==> config.mk <==
export PLATFORM = sky130hd
export DESIGN_NAME = acf_seq_ctrl
export DESIGN_NICKNAME = d
export VERILOG_FILES = /design/src/hw/acf_pkg.sv /design/src/hw/acf_seq_ctrl.sv /design/src/hw/acf_sync3.sv
export SDC_FILE = /design/constraint.sdc
export NUM_CORES = 1
export LEC_CHECK = 0
export ABC_AREA = 1
export BUFFER_PORTS_ARGS = -buffer_cell sky130_fd_sc_hd__buf_2
export CORE_AREA = 4 4 104 131
export DETAILED_ROUTE_END_ITERATION = 8
export DIE_AREA = 0 0 108 135
export GPL_ROUTABILITY_DRIVEN = 1
export PLACE_DENSITY = 0.89
export SYNTH_ARGS = -nofsm -noshare
export SYNTH_HDL_FRONTEND = slang
export SYNTH_SLANG_ARGS = --single-unit
==> constraint.sdc <==
create_clock -name mclk -period 4.2 [get_ports mclk]
set_input_delay 0.63 -clock mclk [delete_from_list [all_inputs] [get_ports mclk]]
set_output_delay 0.63 -clock mclk [all_outputs]
set_load 0.01 [all_outputs]
==> src/hw/acf_pkg.sv <==
// Package: register map, field layout and state types of the sequence control block
package acf_pkg;
  localparam int ADDR_W = 8;
  localparam int DATA_W = 32;
  localparam int IDX_W = 6;
  // Register indexes, byte address is four times the index
  localparam logic [IDX_W-1:0] IDX_CTL0 = 6'h00;
  localparam logic [IDX_W-1:0] IDX_CTL2 = 6'h02;
  localparam logic [IDX_W-1:0] IDX_CTL3 = 6'h03;
  localparam logic [IDX_W-1:0] IDX_CTL5 = 6'h05;
  localparam logic [IDX_W-1:0] IDX_STAT0 = 6'h06;
  localparam logic [IDX_W-1:0] IDX_STAT1 = 6'h0b;
  localparam logic [IDX_W-1:0] IDX_RES_BASE = 6'h10;
  localparam logic [IDX_W-1:0] IDX_IRQ_STAT = 6'h20;
  localparam logic [IDX_W-1:0] IDX_IRQ_CLR = 6'h21;
  localparam logic [IDX_W-1:0] IDX_IRQ_EN = 6'h22;
  // Sequence control fields
  localparam int LEN_EIGHT_BIT = 6;
  localparam int LEN_LO_HI = 5;
  localparam int LEN_LO_LO = 3;
  localparam int WRAP_BIT = 2;
  localparam int FRZ_HI = 1;
  localparam int FRZ_LO = 0;
  localparam logic [7:0] CTL3_RESET = 8'h20;
  localparam logic [7:0] CTL3_WMASK = 8'h7f;
  localparam logic [3:0] LEN_MAX = 4'h8;
  // Other control fields
  localparam int FAST_CLR_BIT = 6;
  localparam int SCAN_BIT = 5;
  localparam int MULT_BIT = 4;
  localparam int CHAN_HI = 2;
  localparam int CHAN_LO = 0;
  localparam logic [7:0] CTL2_RESET = 8'h00;
  localparam logic [7:0] CTL5_RESET = 8'h00;
  localparam int STAT0_SEQ_BIT = 7;
  // Interrupt bits
  localparam int IRQ_W = 2;
  localparam int IRQ_SEQ = 0;
  localparam int IRQ_OVR = 1;
  typedef enum logic [1:0] {
    FRZ_RUN = 2'b00,
    FRZ_RSVD = 2'b01,
    FRZ_FINISH = 2'b10,
    FRZ_NOW = 2'b11
  } acf_frz_t;
  typedef enum logic [1:0] {
    ST_IDLE = 2'b00,
    ST_ISSUE = 2'b01,
    ST_WAIT = 2'b10
  } acf_state_t;
endpackage

==> src/hw/acf_seq_ctrl.sv <==
// Sequence control, result slots, freeze handling and Avalon-MM registers of the converter
//
// The Avalon-MM slave port was chosen for this implementation.
`timescale 1ns/1ps
module acf_seq_ctrl import acf_pkg::*; #(
  parameter int SLOTS = 8,
  parameter int RES_W = 10
) (
  // Clock and reset
  input wire logic mclk,
  input wire logic rst_b,
  // Avalon-MM slave
  input wire logic [ADDR_W-1:0] avs_address,
  input wire logic avs_read,
  input wire logic avs_write,
  input wire logic [DATA_W-1:0] avs_writedata,
  output logic [DATA_W-1:0] avs_readdata,
  output logic avs_waitrequest,
  // Conversion engine
  output logic conv_start,
  output logic conv_abort,
  output logic conv_hold,
  output logic [2:0] conv_chan,
  input wire logic conv_done,
  input wire logic [RES_W-1:0] conv_data,
  // Debug freeze request pin
  input wire logic freeze_req,
  // Interrupt and state
  output logic irq,
  output logic seq_busy
);
  localparam int SW = $clog2(SLOTS);

  // Registers
  logic [7:0] ctl2_ff;
  logic [7:0] ctl3_ff;
  logic [7:0] ctl5_ff;
  logic [SW-1:0] slot_ff;
  logic [SW-1:0] seq_cnt_ff;
  logic [SLOTS-1:0] ccf_ff;
  logic [SLOTS-1:0] armed_ff;
  logic [RES_W-1:0] res_ff [SLOTS];
  logic [IRQ_W-1:0] irq_stat_ff;
  logic [IRQ_W-1:0] irq_en_ff;
  logic seq_done_ff;
  acf_state_t state_ff;
  logic [DATA_W-1:0] rdata_ff;
  logic wait_ff;
  logic start_ff;
  logic abort_ff;
  logic hold_ff;
  logic [2:0] chan_ff;
  logic irq_ff;
  logic busy_ff;

  // Next values
  acf_state_t nxt_state;
  logic [SW-1:0] nxt_slot;
  logic [SW-1:0] nxt_seq_cnt;
  logic [SLOTS-1:0] nxt_ccf;
  logic [SLOTS-1:0] nxt_armed;
  logic [IRQ_W-1:0] nxt_irq_stat;
  logic [DATA_W-1:0] nxt_rdata;
  logic nxt_seq_done;

  // Bus decode
  wire [IDX_W-1:0] idx = avs_address[ADDR_W-1:2];
  wire acc = (avs_read | avs_write) & ~wait_ff;
  wire wr = avs_write & ~wait_ff;
  wire rd = avs_read & ~wait_ff;
  wire ctl_hit = (idx >= IDX_CTL0) && (idx <= IDX_CTL5);
  wire ctl_wr = wr & ctl_hit;
  wire start_wr = wr & (idx == IDX_CTL5);
  wire res_hit = (idx >= IDX_RES_BASE) && (idx < IDX_RES_BASE + IDX_W'(SLOTS));
  wire [SW-1:0] res_sel = SW'(idx - IDX_RES_BASE);
  wire stat1_rd = rd & (idx == IDX_STAT1);
  wire irq_clr_wr = wr & (idx == IDX_IRQ_CLR);

  // Sequence length decode
  wire [2:0] len_lo = ctl3_ff[LEN_LO_HI:LEN_LO_LO];
  wire [3:0] seq_len = (ctl3_ff[LEN_EIGHT_BIT] || len_lo == 3'h0) ?
    LEN_MAX : {1'b0, len_lo};
  wire last_conv = ({1'b0, seq_cnt_ff} + 4'h1) == seq_len;
  wire wrap_mode = ctl3_ff[WRAP_BIT];
  wire fast_clr = ctl2_ff[FAST_CLR_BIT];
  wire scan_mode = ctl5_ff[SCAN_BIT];

  // Freeze response
  logic frz_sync;
  acf_sync3 u_frz_sync (
    .mclk(mclk),
    .rst_b(rst_b),
    .din(freeze_req),
    .dout(frz_sync)
  );
  wire acf_frz_t frz_mode = acf_frz_t'(ctl3_ff[FRZ_HI:FRZ_LO]);
  // Reserved code falls through as continue
  wire frz_stop = frz_sync & ((frz_mode == FRZ_FINISH) | (frz_mode == FRZ_NOW));
  wire frz_now = frz_sync & (frz_mode == FRZ_NOW);

  wire res_store = (state_ff == ST_WAIT) & conv_done & ~ctl_wr;

  // Sequencer
  always_comb begin
    nxt_state = state_ff;
    nxt_slot = slot_ff;
    nxt_seq_cnt = seq_cnt_ff;
    nxt_seq_done = 1'b0;
    case (state_ff)
      ST_IDLE: begin
        nxt_state = ST_IDLE;
      end
      ST_ISSUE: begin
        if (!frz_stop) begin
          nxt_state = ST_WAIT;
        end
      end
      ST_WAIT: begin
        if (conv_done) begin
          nxt_slot = slot_ff + SW'(1);
          nxt_seq_cnt = seq_cnt_ff + SW'(1);
          if (last_conv) begin
            nxt_seq_done = 1'b1;
            nxt_seq_cnt = '0;
            nxt_state = scan_mode ? ST_ISSUE : ST_IDLE;
            if (!wrap_mode) begin
              nxt_slot = '0;
            end
            // Wrap mode keeps counting across sequences
          end else begin
            nxt_state = ST_ISSUE;
          end
        end
      end
      default: begin
        nxt_state = ST_IDLE;
      end
    endcase
    if (ctl_wr) begin
      nxt_state = start_wr ? ST_ISSUE : ST_IDLE;
      nxt_slot = '0;
      nxt_seq_cnt = '0;
      nxt_seq_done = 1'b0;
    end
  end

  // Completion flags, set wins over clear
  always_comb begin
    nxt_ccf = ccf_ff;
    nxt_armed = armed_ff;
    if (stat1_rd) begin
      nxt_armed = ccf_ff;
    end
    if (acc && res_hit) begin
      if (fast_clr || (rd && armed_ff[res_sel])) begin
        nxt_ccf[res_sel] = 1'b0;
      end
      if (rd) begin
        nxt_armed[res_sel] = 1'b0;
      end
    end
    if (res_store) begin
      nxt_ccf[slot_ff] = 1'b1;
      nxt_armed[slot_ff] = 1'b0;
    end
  end

  // Interrupt status, set wins over clear
  always_comb begin
    nxt_irq_stat = irq_stat_ff;
    if (irq_clr_wr) begin
      nxt_irq_stat = irq_stat_ff & ~avs_writedata[IRQ_W-1:0];
    end
    if (nxt_seq_done) begin
      nxt_irq_stat[IRQ_SEQ] = 1'b1;
    end
    if (res_store && ccf_ff[slot_ff]) begin
      nxt_irq_stat[IRQ_OVR] = 1'b1;
    end
  end

  // Read data mux
  always_comb begin
    nxt_rdata = '0;
    if (res_hit) begin
      nxt_rdata = DATA_W'(res_ff[res_sel]);
    end else begin
      case (idx)
        IDX_CTL2: nxt_rdata = DATA_W'(ctl2_ff);
        IDX_CTL3: nxt_rdata = DATA_W'(ctl3_ff);
        IDX_CTL5: nxt_rdata = DATA_W'(ctl5_ff);
        IDX_STAT0: nxt_rdata = DATA_W'({seq_done_ff, 4'h0, 3'(slot_ff)});
        IDX_STAT1: nxt_rdata = DATA_W'(ccf_ff);
        IDX_IRQ_STAT: nxt_rdata = DATA_W'(irq_stat_ff);
        IDX_IRQ_EN: nxt_rdata = DATA_W'(irq_en_ff);
        default: nxt_rdata = '0;
      endcase
    end
  end

  // Bus handshake, one wait state
  always_ff @(posedge mclk or negedge rst_b) begin
    if (!rst_b) begin
      wait_ff <= 1'b1;
      rdata_ff <= '0;
    end else begin
      wait_ff <= wait_ff ? ~(avs_read | avs_write) : 1'b1;
      if (wait_ff) begin
        rdata_ff <= nxt_rdata;
      end
    end
  end

  // Control registers
  always_ff @(posedge mclk or negedge rst_b) begin
    if (!rst_b) begin
      ctl2_ff <= CTL2_RESET;
      ctl3_ff <= CTL3_RESET;
      ctl5_ff <= CTL5_RESET;
      irq_en_ff <= '0;
    end else if (wr) begin
      if (idx == IDX_CTL2) begin
        ctl2_ff <= avs_writedata[7:0];
      end
      if (idx == IDX_CTL3) begin
        ctl3_ff <= avs_writedata[7:0] & CTL3_WMASK;
      end
      if (idx == IDX_CTL5) begin
        ctl5_ff <= avs_writedata[7:0];
      end
      if (idx == IDX_IRQ_EN) begin
        irq_en_ff <= avs_writedata[IRQ_W-1:0];
      end
    end
  end

  // Sequencer and flag state
  always_ff @(posedge mclk or negedge rst_b) begin
    if (!rst_b) begin
      state_ff <= ST_IDLE;
      slot_ff <= '0;
      seq_cnt_ff <= '0;
      ccf_ff <= '0;
      armed_ff <= '0;
      irq_stat_ff <= '0;
      seq_done_ff <= 1'b0;
    end else begin
      state_ff <= nxt_state;
      slot_ff <= nxt_slot;
      seq_cnt_ff <= nxt_seq_cnt;
      ccf_ff <= nxt_ccf;
      armed_ff <= nxt_armed;
      irq_stat_ff <= nxt_irq_stat;
      seq_done_ff <= nxt_seq_done | (seq_done_ff & ~ctl_wr);
    end
  end

  // Result file
  always_ff @(posedge mclk or negedge rst_b) begin
    if (!rst_b) begin
      for (int i = 0; i < SLOTS; i++) begin
        res_ff[i] <= '0;
      end
    end else if (res_store) begin
      res_ff[slot_ff] <= conv_data;
    end
  end

  // Engine controls and outputs
  always_ff @(posedge mclk or negedge rst_b) begin
    if (!rst_b) begin
      start_ff <= 1'b0;
      abort_ff <= 1'b0;
      hold_ff <= 1'b0;
      chan_ff <= '0;
      irq_ff <= 1'b0;
      busy_ff <= 1'b0;
    end else begin
      start_ff <= (state_ff == ST_ISSUE) & ~frz_stop & ~ctl_wr;
      abort_ff <= ctl_wr & (state_ff != ST_IDLE);
      hold_ff <= frz_now;
      if (state_ff == ST_ISSUE) begin
        chan_ff <= ctl5_ff[CHAN_HI:CHAN_LO] +
          (ctl5_ff[MULT_BIT] ? 3'(seq_cnt_ff) : 3'h0);
      end
      irq_ff <= |(nxt_irq_stat & irq_en_ff);
      busy_ff <= nxt_state != ST_IDLE;
    end
  end

  assign avs_readdata = rdata_ff;
  assign avs_waitrequest = wait_ff;
  assign conv_start = start_ff;
  assign conv_abort = abort_ff;
  assign conv_hold = hold_ff;
  assign conv_chan = chan_ff;
  assign irq = irq_ff;
  assign seq_busy = busy_ff;
endmodule

==> src/hw/acf_sync3.sv <==
// Three-stage input synchroniser that reports a change once stages two and three agree
`timescale 1ns/1ps
module acf_sync3 (
  // Clock and reset
  input wire logic mclk,
  input wire logic rst_b,
  // Raw and clean level
  input wire logic din,
  output logic dout
);
  logic s1_ff;
  logic s2_ff;
  logic s3_ff;
  logic dout_ff;

  always_ff @(posedge mclk or negedge rst_b) begin
    if (!rst_b) begin
      s1_ff <= 1'b0;
      s2_ff <= 1'b0;
      s3_ff <= 1'b0;
      dout_ff <= 1'b0;
    end else begin
      s1_ff <= din;
      s2_ff <= s1_ff;
      s3_ff <= s2_ff;
      if (s2_ff == s3_ff) begin
        dout_ff <= s3_ff;
      end
    end
  end

  assign dout = dout_ff;
endmodule

Word-level counts from Yosys, hierarchy flattened
Cells that the tools add are included.

storage, ports and cells
  register bits = 177
  input bits = 56
  output and inout port bits = 41

cells by class
  add/sub/neg operators = 5
  magnitude comparators = 11
  equality and inequality tests = 14
  muxes and demuxes = 49
  bitwise logic cells = 33
  reductions and logical operators = 21

operators by type and width
  operator                                                                      number
  80-bit bitwise mux                                                            1
  8-bit two-way mux                                                             7
  8-bit case mux with 7 select lines                                            1
  10-bit two-way mux                                                            4
  10-bit binary-select mux with 3-bit select                                    1
  10-bit demux with 3-bit select                                                1
  3-bit two-way mux                                                             10
  8-bit bitwise AND                                                             3
  6-bit equality test, second input constant                                    3
  8-bit inverter                                                                2
  1-bit bitwise AND                                                             15
  1-bit two-way mux                                                             14
  6-bit by 2-bit equality test with 1-bit output, second input constant         2
  6-bit by 3-bit equality test with 1-bit output, second input constant         2
  2-bit AND reduction                                                           5
  4-bit greater-or-equal comparator, second input constant                      2
  1-bit logical AND                                                             8
  3-bit by 4-bit less-than comparator with 1-bit output, second input constant  2
  2-bit two-way mux                                                             4
  3-bit inverter with 4-bit output                                              2
  8-bit OR                                                                      1
  2-bit nonzero test                                                            4
  3-bit by 1-bit adder with 3-bit output, second input constant                 2
  1-bit binary-select mux with 3-bit select                                     2
  other kinds (24)                                                              35

Depth between registers and ports, before layout
  depth after elaboration = 11
  mapped depth = 13
  gate-level depth less buffers = 13

Cells and area by module
A second synthesis with hierarchy kept.

unflattened totals
  cell total of the unflattened synthesis = 915
  area, all modules = 7523.5 sq um

by module, submodules not included
  module        times used  cells each  area each (sq um)  seq. area each (sq um)
  acf_seq_ctrl  1           907         7407.1             3781.1
  acf_sync3     1           8           116.4              100.1

Least setup slack after synthesis
No wires, ideal clock.

  path kind = in2reg
  start point = in avs_address[5]
  end point = reg res_ff[71] (netlist bit)
  library setup time = 124 ps
  data arrival time = 1581 ps
  path slack = 2495 ps
  stages on the path = 10
  path buffers = 1
  cell sequence = inv_1 > nand2_4 > inv_2 > nand3_4 > inv_4 > nor2_8 > nand3_4 > buf_4 > nand2_1 > o21ai_2

on the way
  word-level cells in the longest chain between the ends = 5
  elaborated cells on any way between the ends = 6

ends and longest elaborated chain
  item                                                                                                                                              line                 RTL
  from (decl)                                                                                                                                       acf_seq_ctrl.sv:13   input wire logic [ADDR_W-1:0] avs_address,
  6-bit by 1-bit greater-or-equal comparator with 1-bit output / 6-bit by 3-bit less-or-equal comparator with 1-bit output (equally long branches)  acf_seq_ctrl.sv:71   wire ctl_hit = (idx >= IDX_CTL0) && (idx <= IDX_CTL5);
  1-bit logical AND *                                                                                                                               acf_seq_ctrl.sv:71
  1-bit bitwise AND *                                                                                                                               acf_seq_ctrl.sv:72   wire ctl_wr = wr & ctl_hit;
  1-bit inverter *                                                                                                                                  acf_seq_ctrl.sv:101  wire res_store = (state_ff == ST_WAIT) & conv_done & ~ctl_wr;
  1-bit bitwise AND *                                                                                                                               acf_seq_ctrl.sv:101
  to (signal, indexed assignment)                                                                                                                   acf_seq_ctrl.sv:265  res_ff[slot_ff] <= conv_data;
  to (decl)                                                                                                                                         acf_seq_ctrl.sv:42   logic [RES_W-1:0] res_ff [SLOTS];

Every way passes the cells marked *; elsewhere a longest branch is shown, timed or not.
A chain may end at the register's enable or synchronous reset.

Worst setup path in the final report
  start point = reg wait_ff, in the netlist avs_waitrequest
  end point = reg res_ff[63] (netlist bit)

on the way
  word-level cells in the longest chain between the ends = 5

ends and longest elaborated chain
  item                    line                 RTL
  from (decl)             acf_seq_ctrl.sv:48   logic wait_ff;
  from (signal assigned)  acf_seq_ctrl.sv:207  wait_ff <= wait_ff ? ~(avs_read | avs_write) : 1'b1;
  1-bit inverter          acf_seq_ctrl.sv:69   wire wr = avs_write & ~wait_ff;
  1-bit bitwise AND       acf_seq_ctrl.sv:69
  1-bit bitwise AND       acf_seq_ctrl.sv:72
  1-bit inverter          acf_seq_ctrl.sv:101
  1-bit bitwise AND       acf_seq_ctrl.sv:101

No other way between the ends.

==> parameters.txt <==
Parameter                              Value

Status
  Status ... finished, final reports clean

Floorplanning
  Area of the core region ... 12,500 sq um
  Width of the die ... 108 microns
  Die ar. ... 14,600 sq um
  Starting density of the core ... 0.617
  Height of the die ... 135 microns
  Num ports ... 97
  Cell Rows ... 46

Final layout
  Fillers ... 960
  Area taken by multi-input logic gates ... 3210 sq um
  Commonest cells after routing, fill and taps aside ... 300 x nand2_1, 153 x dfrtp_1, 70 x o21ai_0, 68 x inv_1, 47 x buf_2
  Layout cell share with drive strength beyond 1 ... 0.157
  Reg area ... 3880 sq um
  Number of diodes added for antenna fixing ... 0
  Layout overhead on the synthesized area ... 10.3%
  Most common cell after layout, fill and taps aside ... nand2_1
  Number of nets in the finished design ... 1,007

Clock network
  TritonCTS clock tree ... yes
  Clock edge transition at the registers on the reported setup and hold paths ... 0.07 ns
  Number of clock sinks ... 155
  CTS buffer count ... 17
  Clock insertion delay at the later pin of the skew report ... 0.44 ns
  Post-CTS Repair Setup Buffers ... 0
  H-tree lvl count ... 4
  Cell chosen for the clock root ... clkbuf_16
  Number of gates resized after CTS ... 0
  Clock buffer depth ... 2
  Hold-fix buffers at CTS ... 0

Global route
  All-layer global routing usage ... 0.276
  Number of antenna violations at the first check in global routing ... 0
  Total global routing overflow ... 0
  Pin count of the biggest net entering global routing ... 104
  First-pass GRT wire length ... 31.2 mm
  Via count of the first global-routing pass ... 6,327

Timing
  Worst relative slew slack ... 0.298
  Setup repair after global routing missed its margin ... false
  Period minus WS final ... 2.72 ns
  Max Transition Viols Final ... 0
  Final count of negative-setup-slack endpoints ... 0
  Total negative slack for setup checks ... 0 ns
  Final period util ... 0.647
  Worst clock skew on the final layout ... 0.00957 ns
  Slew of the pin with the lowest slew margin ... 1.05 ns
  Peak Freq ... 0.368 GHz
  Hold Fails Final Rpt ... 0

Critical path
  Reg2reg path depth ... 6
  Type of the worst setup path ... reg2reg
  Crit Reg-Reg Endpoint ... res_ff[63]
  Start point of the critical path ... avs_waitrequest
  Sort of element at the end of the critical path ... flop
  Setup slack of the worst register-to-register path ... 1.48 ns
  Sort of element at the start of the critical path ... flop
  Crit path to ... res_ff[63]
  Peak fanout along the critical path ... 22
  Required time at the worst-slack endpoint ... 4.51 ns
  R2r startpoint ... avs_waitrequest
  Arrival time worst endpoint ... 3.02 ns

Drt
  Number of design rule violations left after detail routing ... 0
  Per-cell via count in the routed design ... 5.67
  Vias ... 6,381
  Routed WL per cell ... 17.1 microns
  Post-route ant nets ... 0
  Starting DRC count in detailed routing ... 613
  Sum of routed wire length over all layers ... 19.2 mm
  First-pass DRT Iterations ... 6

Power
  Net Sw Frac ... 0.266
  P_sw ... 0.000933 W
  Internal power ... 0.00257 W
  Highest ir drop seen on vdd ... 291 uV
  Fraction of power consumed by sequential logic ... 0.455
  Relative contribution of the clock network to total power ... 0.460
  Combinational share of power ... 0.085
  Sum of internal, switching and leakage power ... 0.00350 W
  Leakage power of the design ... 4.21 nW
  Total power density per cell area ... 412 nW/um^2

Yosys
  FFs w/ async S/R, synth ... 1.00
  Post-Synthesis Cells ... 908
  Number of warnings printed during yosys synthesis ... 0
  Post-Synthesis Cell Area ... 7700 sq um
  Synth Area per Inst ... 8.48 sq um
  Sequential-to-total area share from yosys stat ... 0.504
  Main synth FF type ... dfrtp_1
  Unique cell type count in the Yosys netlist ... 41
  Post-synth EDFFs ... 0
  Number of storage elements in the synthesis netlist ... 155

Place
  RePlAce Congestion ... 0.949
  Port Buffers ... 48
  Detail Placement HPWL ... 12.2 mm

Min path
  Path class of the lowest-slack min-delay path ... in2async

Job
  Max-cap check violation count ... 0
power by group through the flow:
| stage | clock, W | sequential [W] | combinational [W] |
|---|---|---|---|
| after global placement | 0 | 0.00162 | 0.000281 |
| after CTS | 0.00161 | 0.00159 | 0.000296 |
| final | 0.00161 | 0.00159 | 0.000296 |
| after global routing | 0.00168 | 0.00160 | 0.000332 |
| after detailed placement | 0 | 0.00162 | 0.000290 |
| after floorplan | 0 | 0.00160 | 0.000209 |
critical path: stages (launching register included):
cell and delay [ns]:
dfstp_2 0.67, inv_2 0.16, nand2_1 0.15, inv_2 0.11
nand3_4 0.16, nand4_1 0.78, o21ai_0 0.55
kinds of logic (layout without fill, tap and decap cells):
family / count (synthesis) / count (layout) / share of synthesized area
and+or+nand+nor: 434 / 434 / 0.251
xor gates and xnor gates: 3 / 3 / 0.00341
other: 1 / 22 / 0.000487
DFF: 155 / 155 / 0.504
adders and majority gates: 8 / 8 / 0.0136
muxes: 1 / 1 / 0.00130
buffers and inverters: 133 / 161 / 0.0894
AOI/OAI and AO/OA: 173 / 173 / 0.137
worst min-delay path by stage:
stage | start | endpoint | slack (ns)
CTS | freeze_req | u_frz_sync.s1_ff | 0.30
finish | rst_b | conv_chan[0] | 0.30
floorplan | rst_b | armed_ff[0] | 0.33
global placement | u_frz_sync.s1_ff | u_frz_sync.s2_ff | 0.33
global route | freeze_req | u_frz_sync.s1_ff | 0.30
detailed placement | u_frz_sync.s1_ff | u_frz_sync.s2_ff | 0.34
metal layers:
layer | global-route usage | vias up | wire (microns)
li1 | - | 2976 | -
met1 | 0.326 | 3044 | 7120
met2 | 0.454 | 288 | 9650
met3 | 0.0622 | 73 | 1490
met4 | 0.176 | 0 | 954
met5 | 0 | - | 0
registers in the layout, summed over array words and instances (netlist names), 2 cells and up:
name,flops
ctl2_ff,8
armed_ff,8
conv_chan,3
ctl5_ff,8
irq_stat_ff,2
slot_ff,3
res_ff,80
state_ff,2
ctl3_ff,7
seq_cnt_ff,3
avs_readdata,10
irq_en_ff,2
ccf_ff,8
synthesized netlist by cell type (2+ instances only):
cell type / n / area [sq um]
nand2_1: 300 / 1130
dfrtp_1: 153 / 3830
o21ai_0: 70 / 350
inv_1: 68 / 255
nor2_1: 46 / 173
nand3_1: 36 / 180
o21ai_2: 30 / 263
buf_4: 23 / 173
o21ai_1: 23 / 115
a21oi_1: 18 / 90.1
nand4_1: 18 / 113
buf_2: 13 / 65.1
buf_6: 11 / 124
a22oi_1: 9 / 67.6
nand2_2: 9 / 56.3
o22ai_1: 9 / 56.3
clkbuf_1: 8 / 30.0
o211ai_1: 7 / 52.6
ha_1: 6 / 75.1
inv_2: 6 / 22.5
nor2_4: 6 / 67.6
nand3_4: 5 / 87.6
nor3_1: 5 / 25.0
nand2_4: 3 / 33.8
o31ai_1: 3 / 22.5
a211oi_1: 2 / 15.0
clkinv_1: 2 / 7.51
dfstp_2: 2 / 52.6
nand3b_1: 2 / 15.0
nor2_2: 2 / 12.5
nor2_8: 2 / 40.0
xor2_1: 2 / 17.5
stage by stage:
| stage | worst slack, ns | hold slack [ns] | std cells | util | instance area, sq um |
|---|---|---|---|---|---|
| floorplan | 2.50 | 0.331 | 929 | - | 7780 |
| global placement | 1.54 | 0.333 | 1093 | 0.631 | 7880 |
| detailed placement | 1.41 | 0.340 | 1093 | 0.631 | 7880 |
| CTS | 1.47 | 0.296 | 1125 | 0.680 | 8490 |
| global route | 1.22 | 0.295 | 1125 | 0.680 | 8490 |
| finish | 1.48 | 0.297 | 1125 | 0.680 | 8490 |
cell type report:
type | instances | area share
Clock inverter | 14 | 0.0215
Clock buffer | 18 | 0.0505
Multi-Input combinational cell | 641 | 0.378
Tap cell | 168 | 0.0248
Sequential cell | 155 | 0.457
Inverter | 78 | 0.0349
Timing Repair Buffer | 51 | 0.0332
Note: power is estimated with default switching activity, not from simulation.
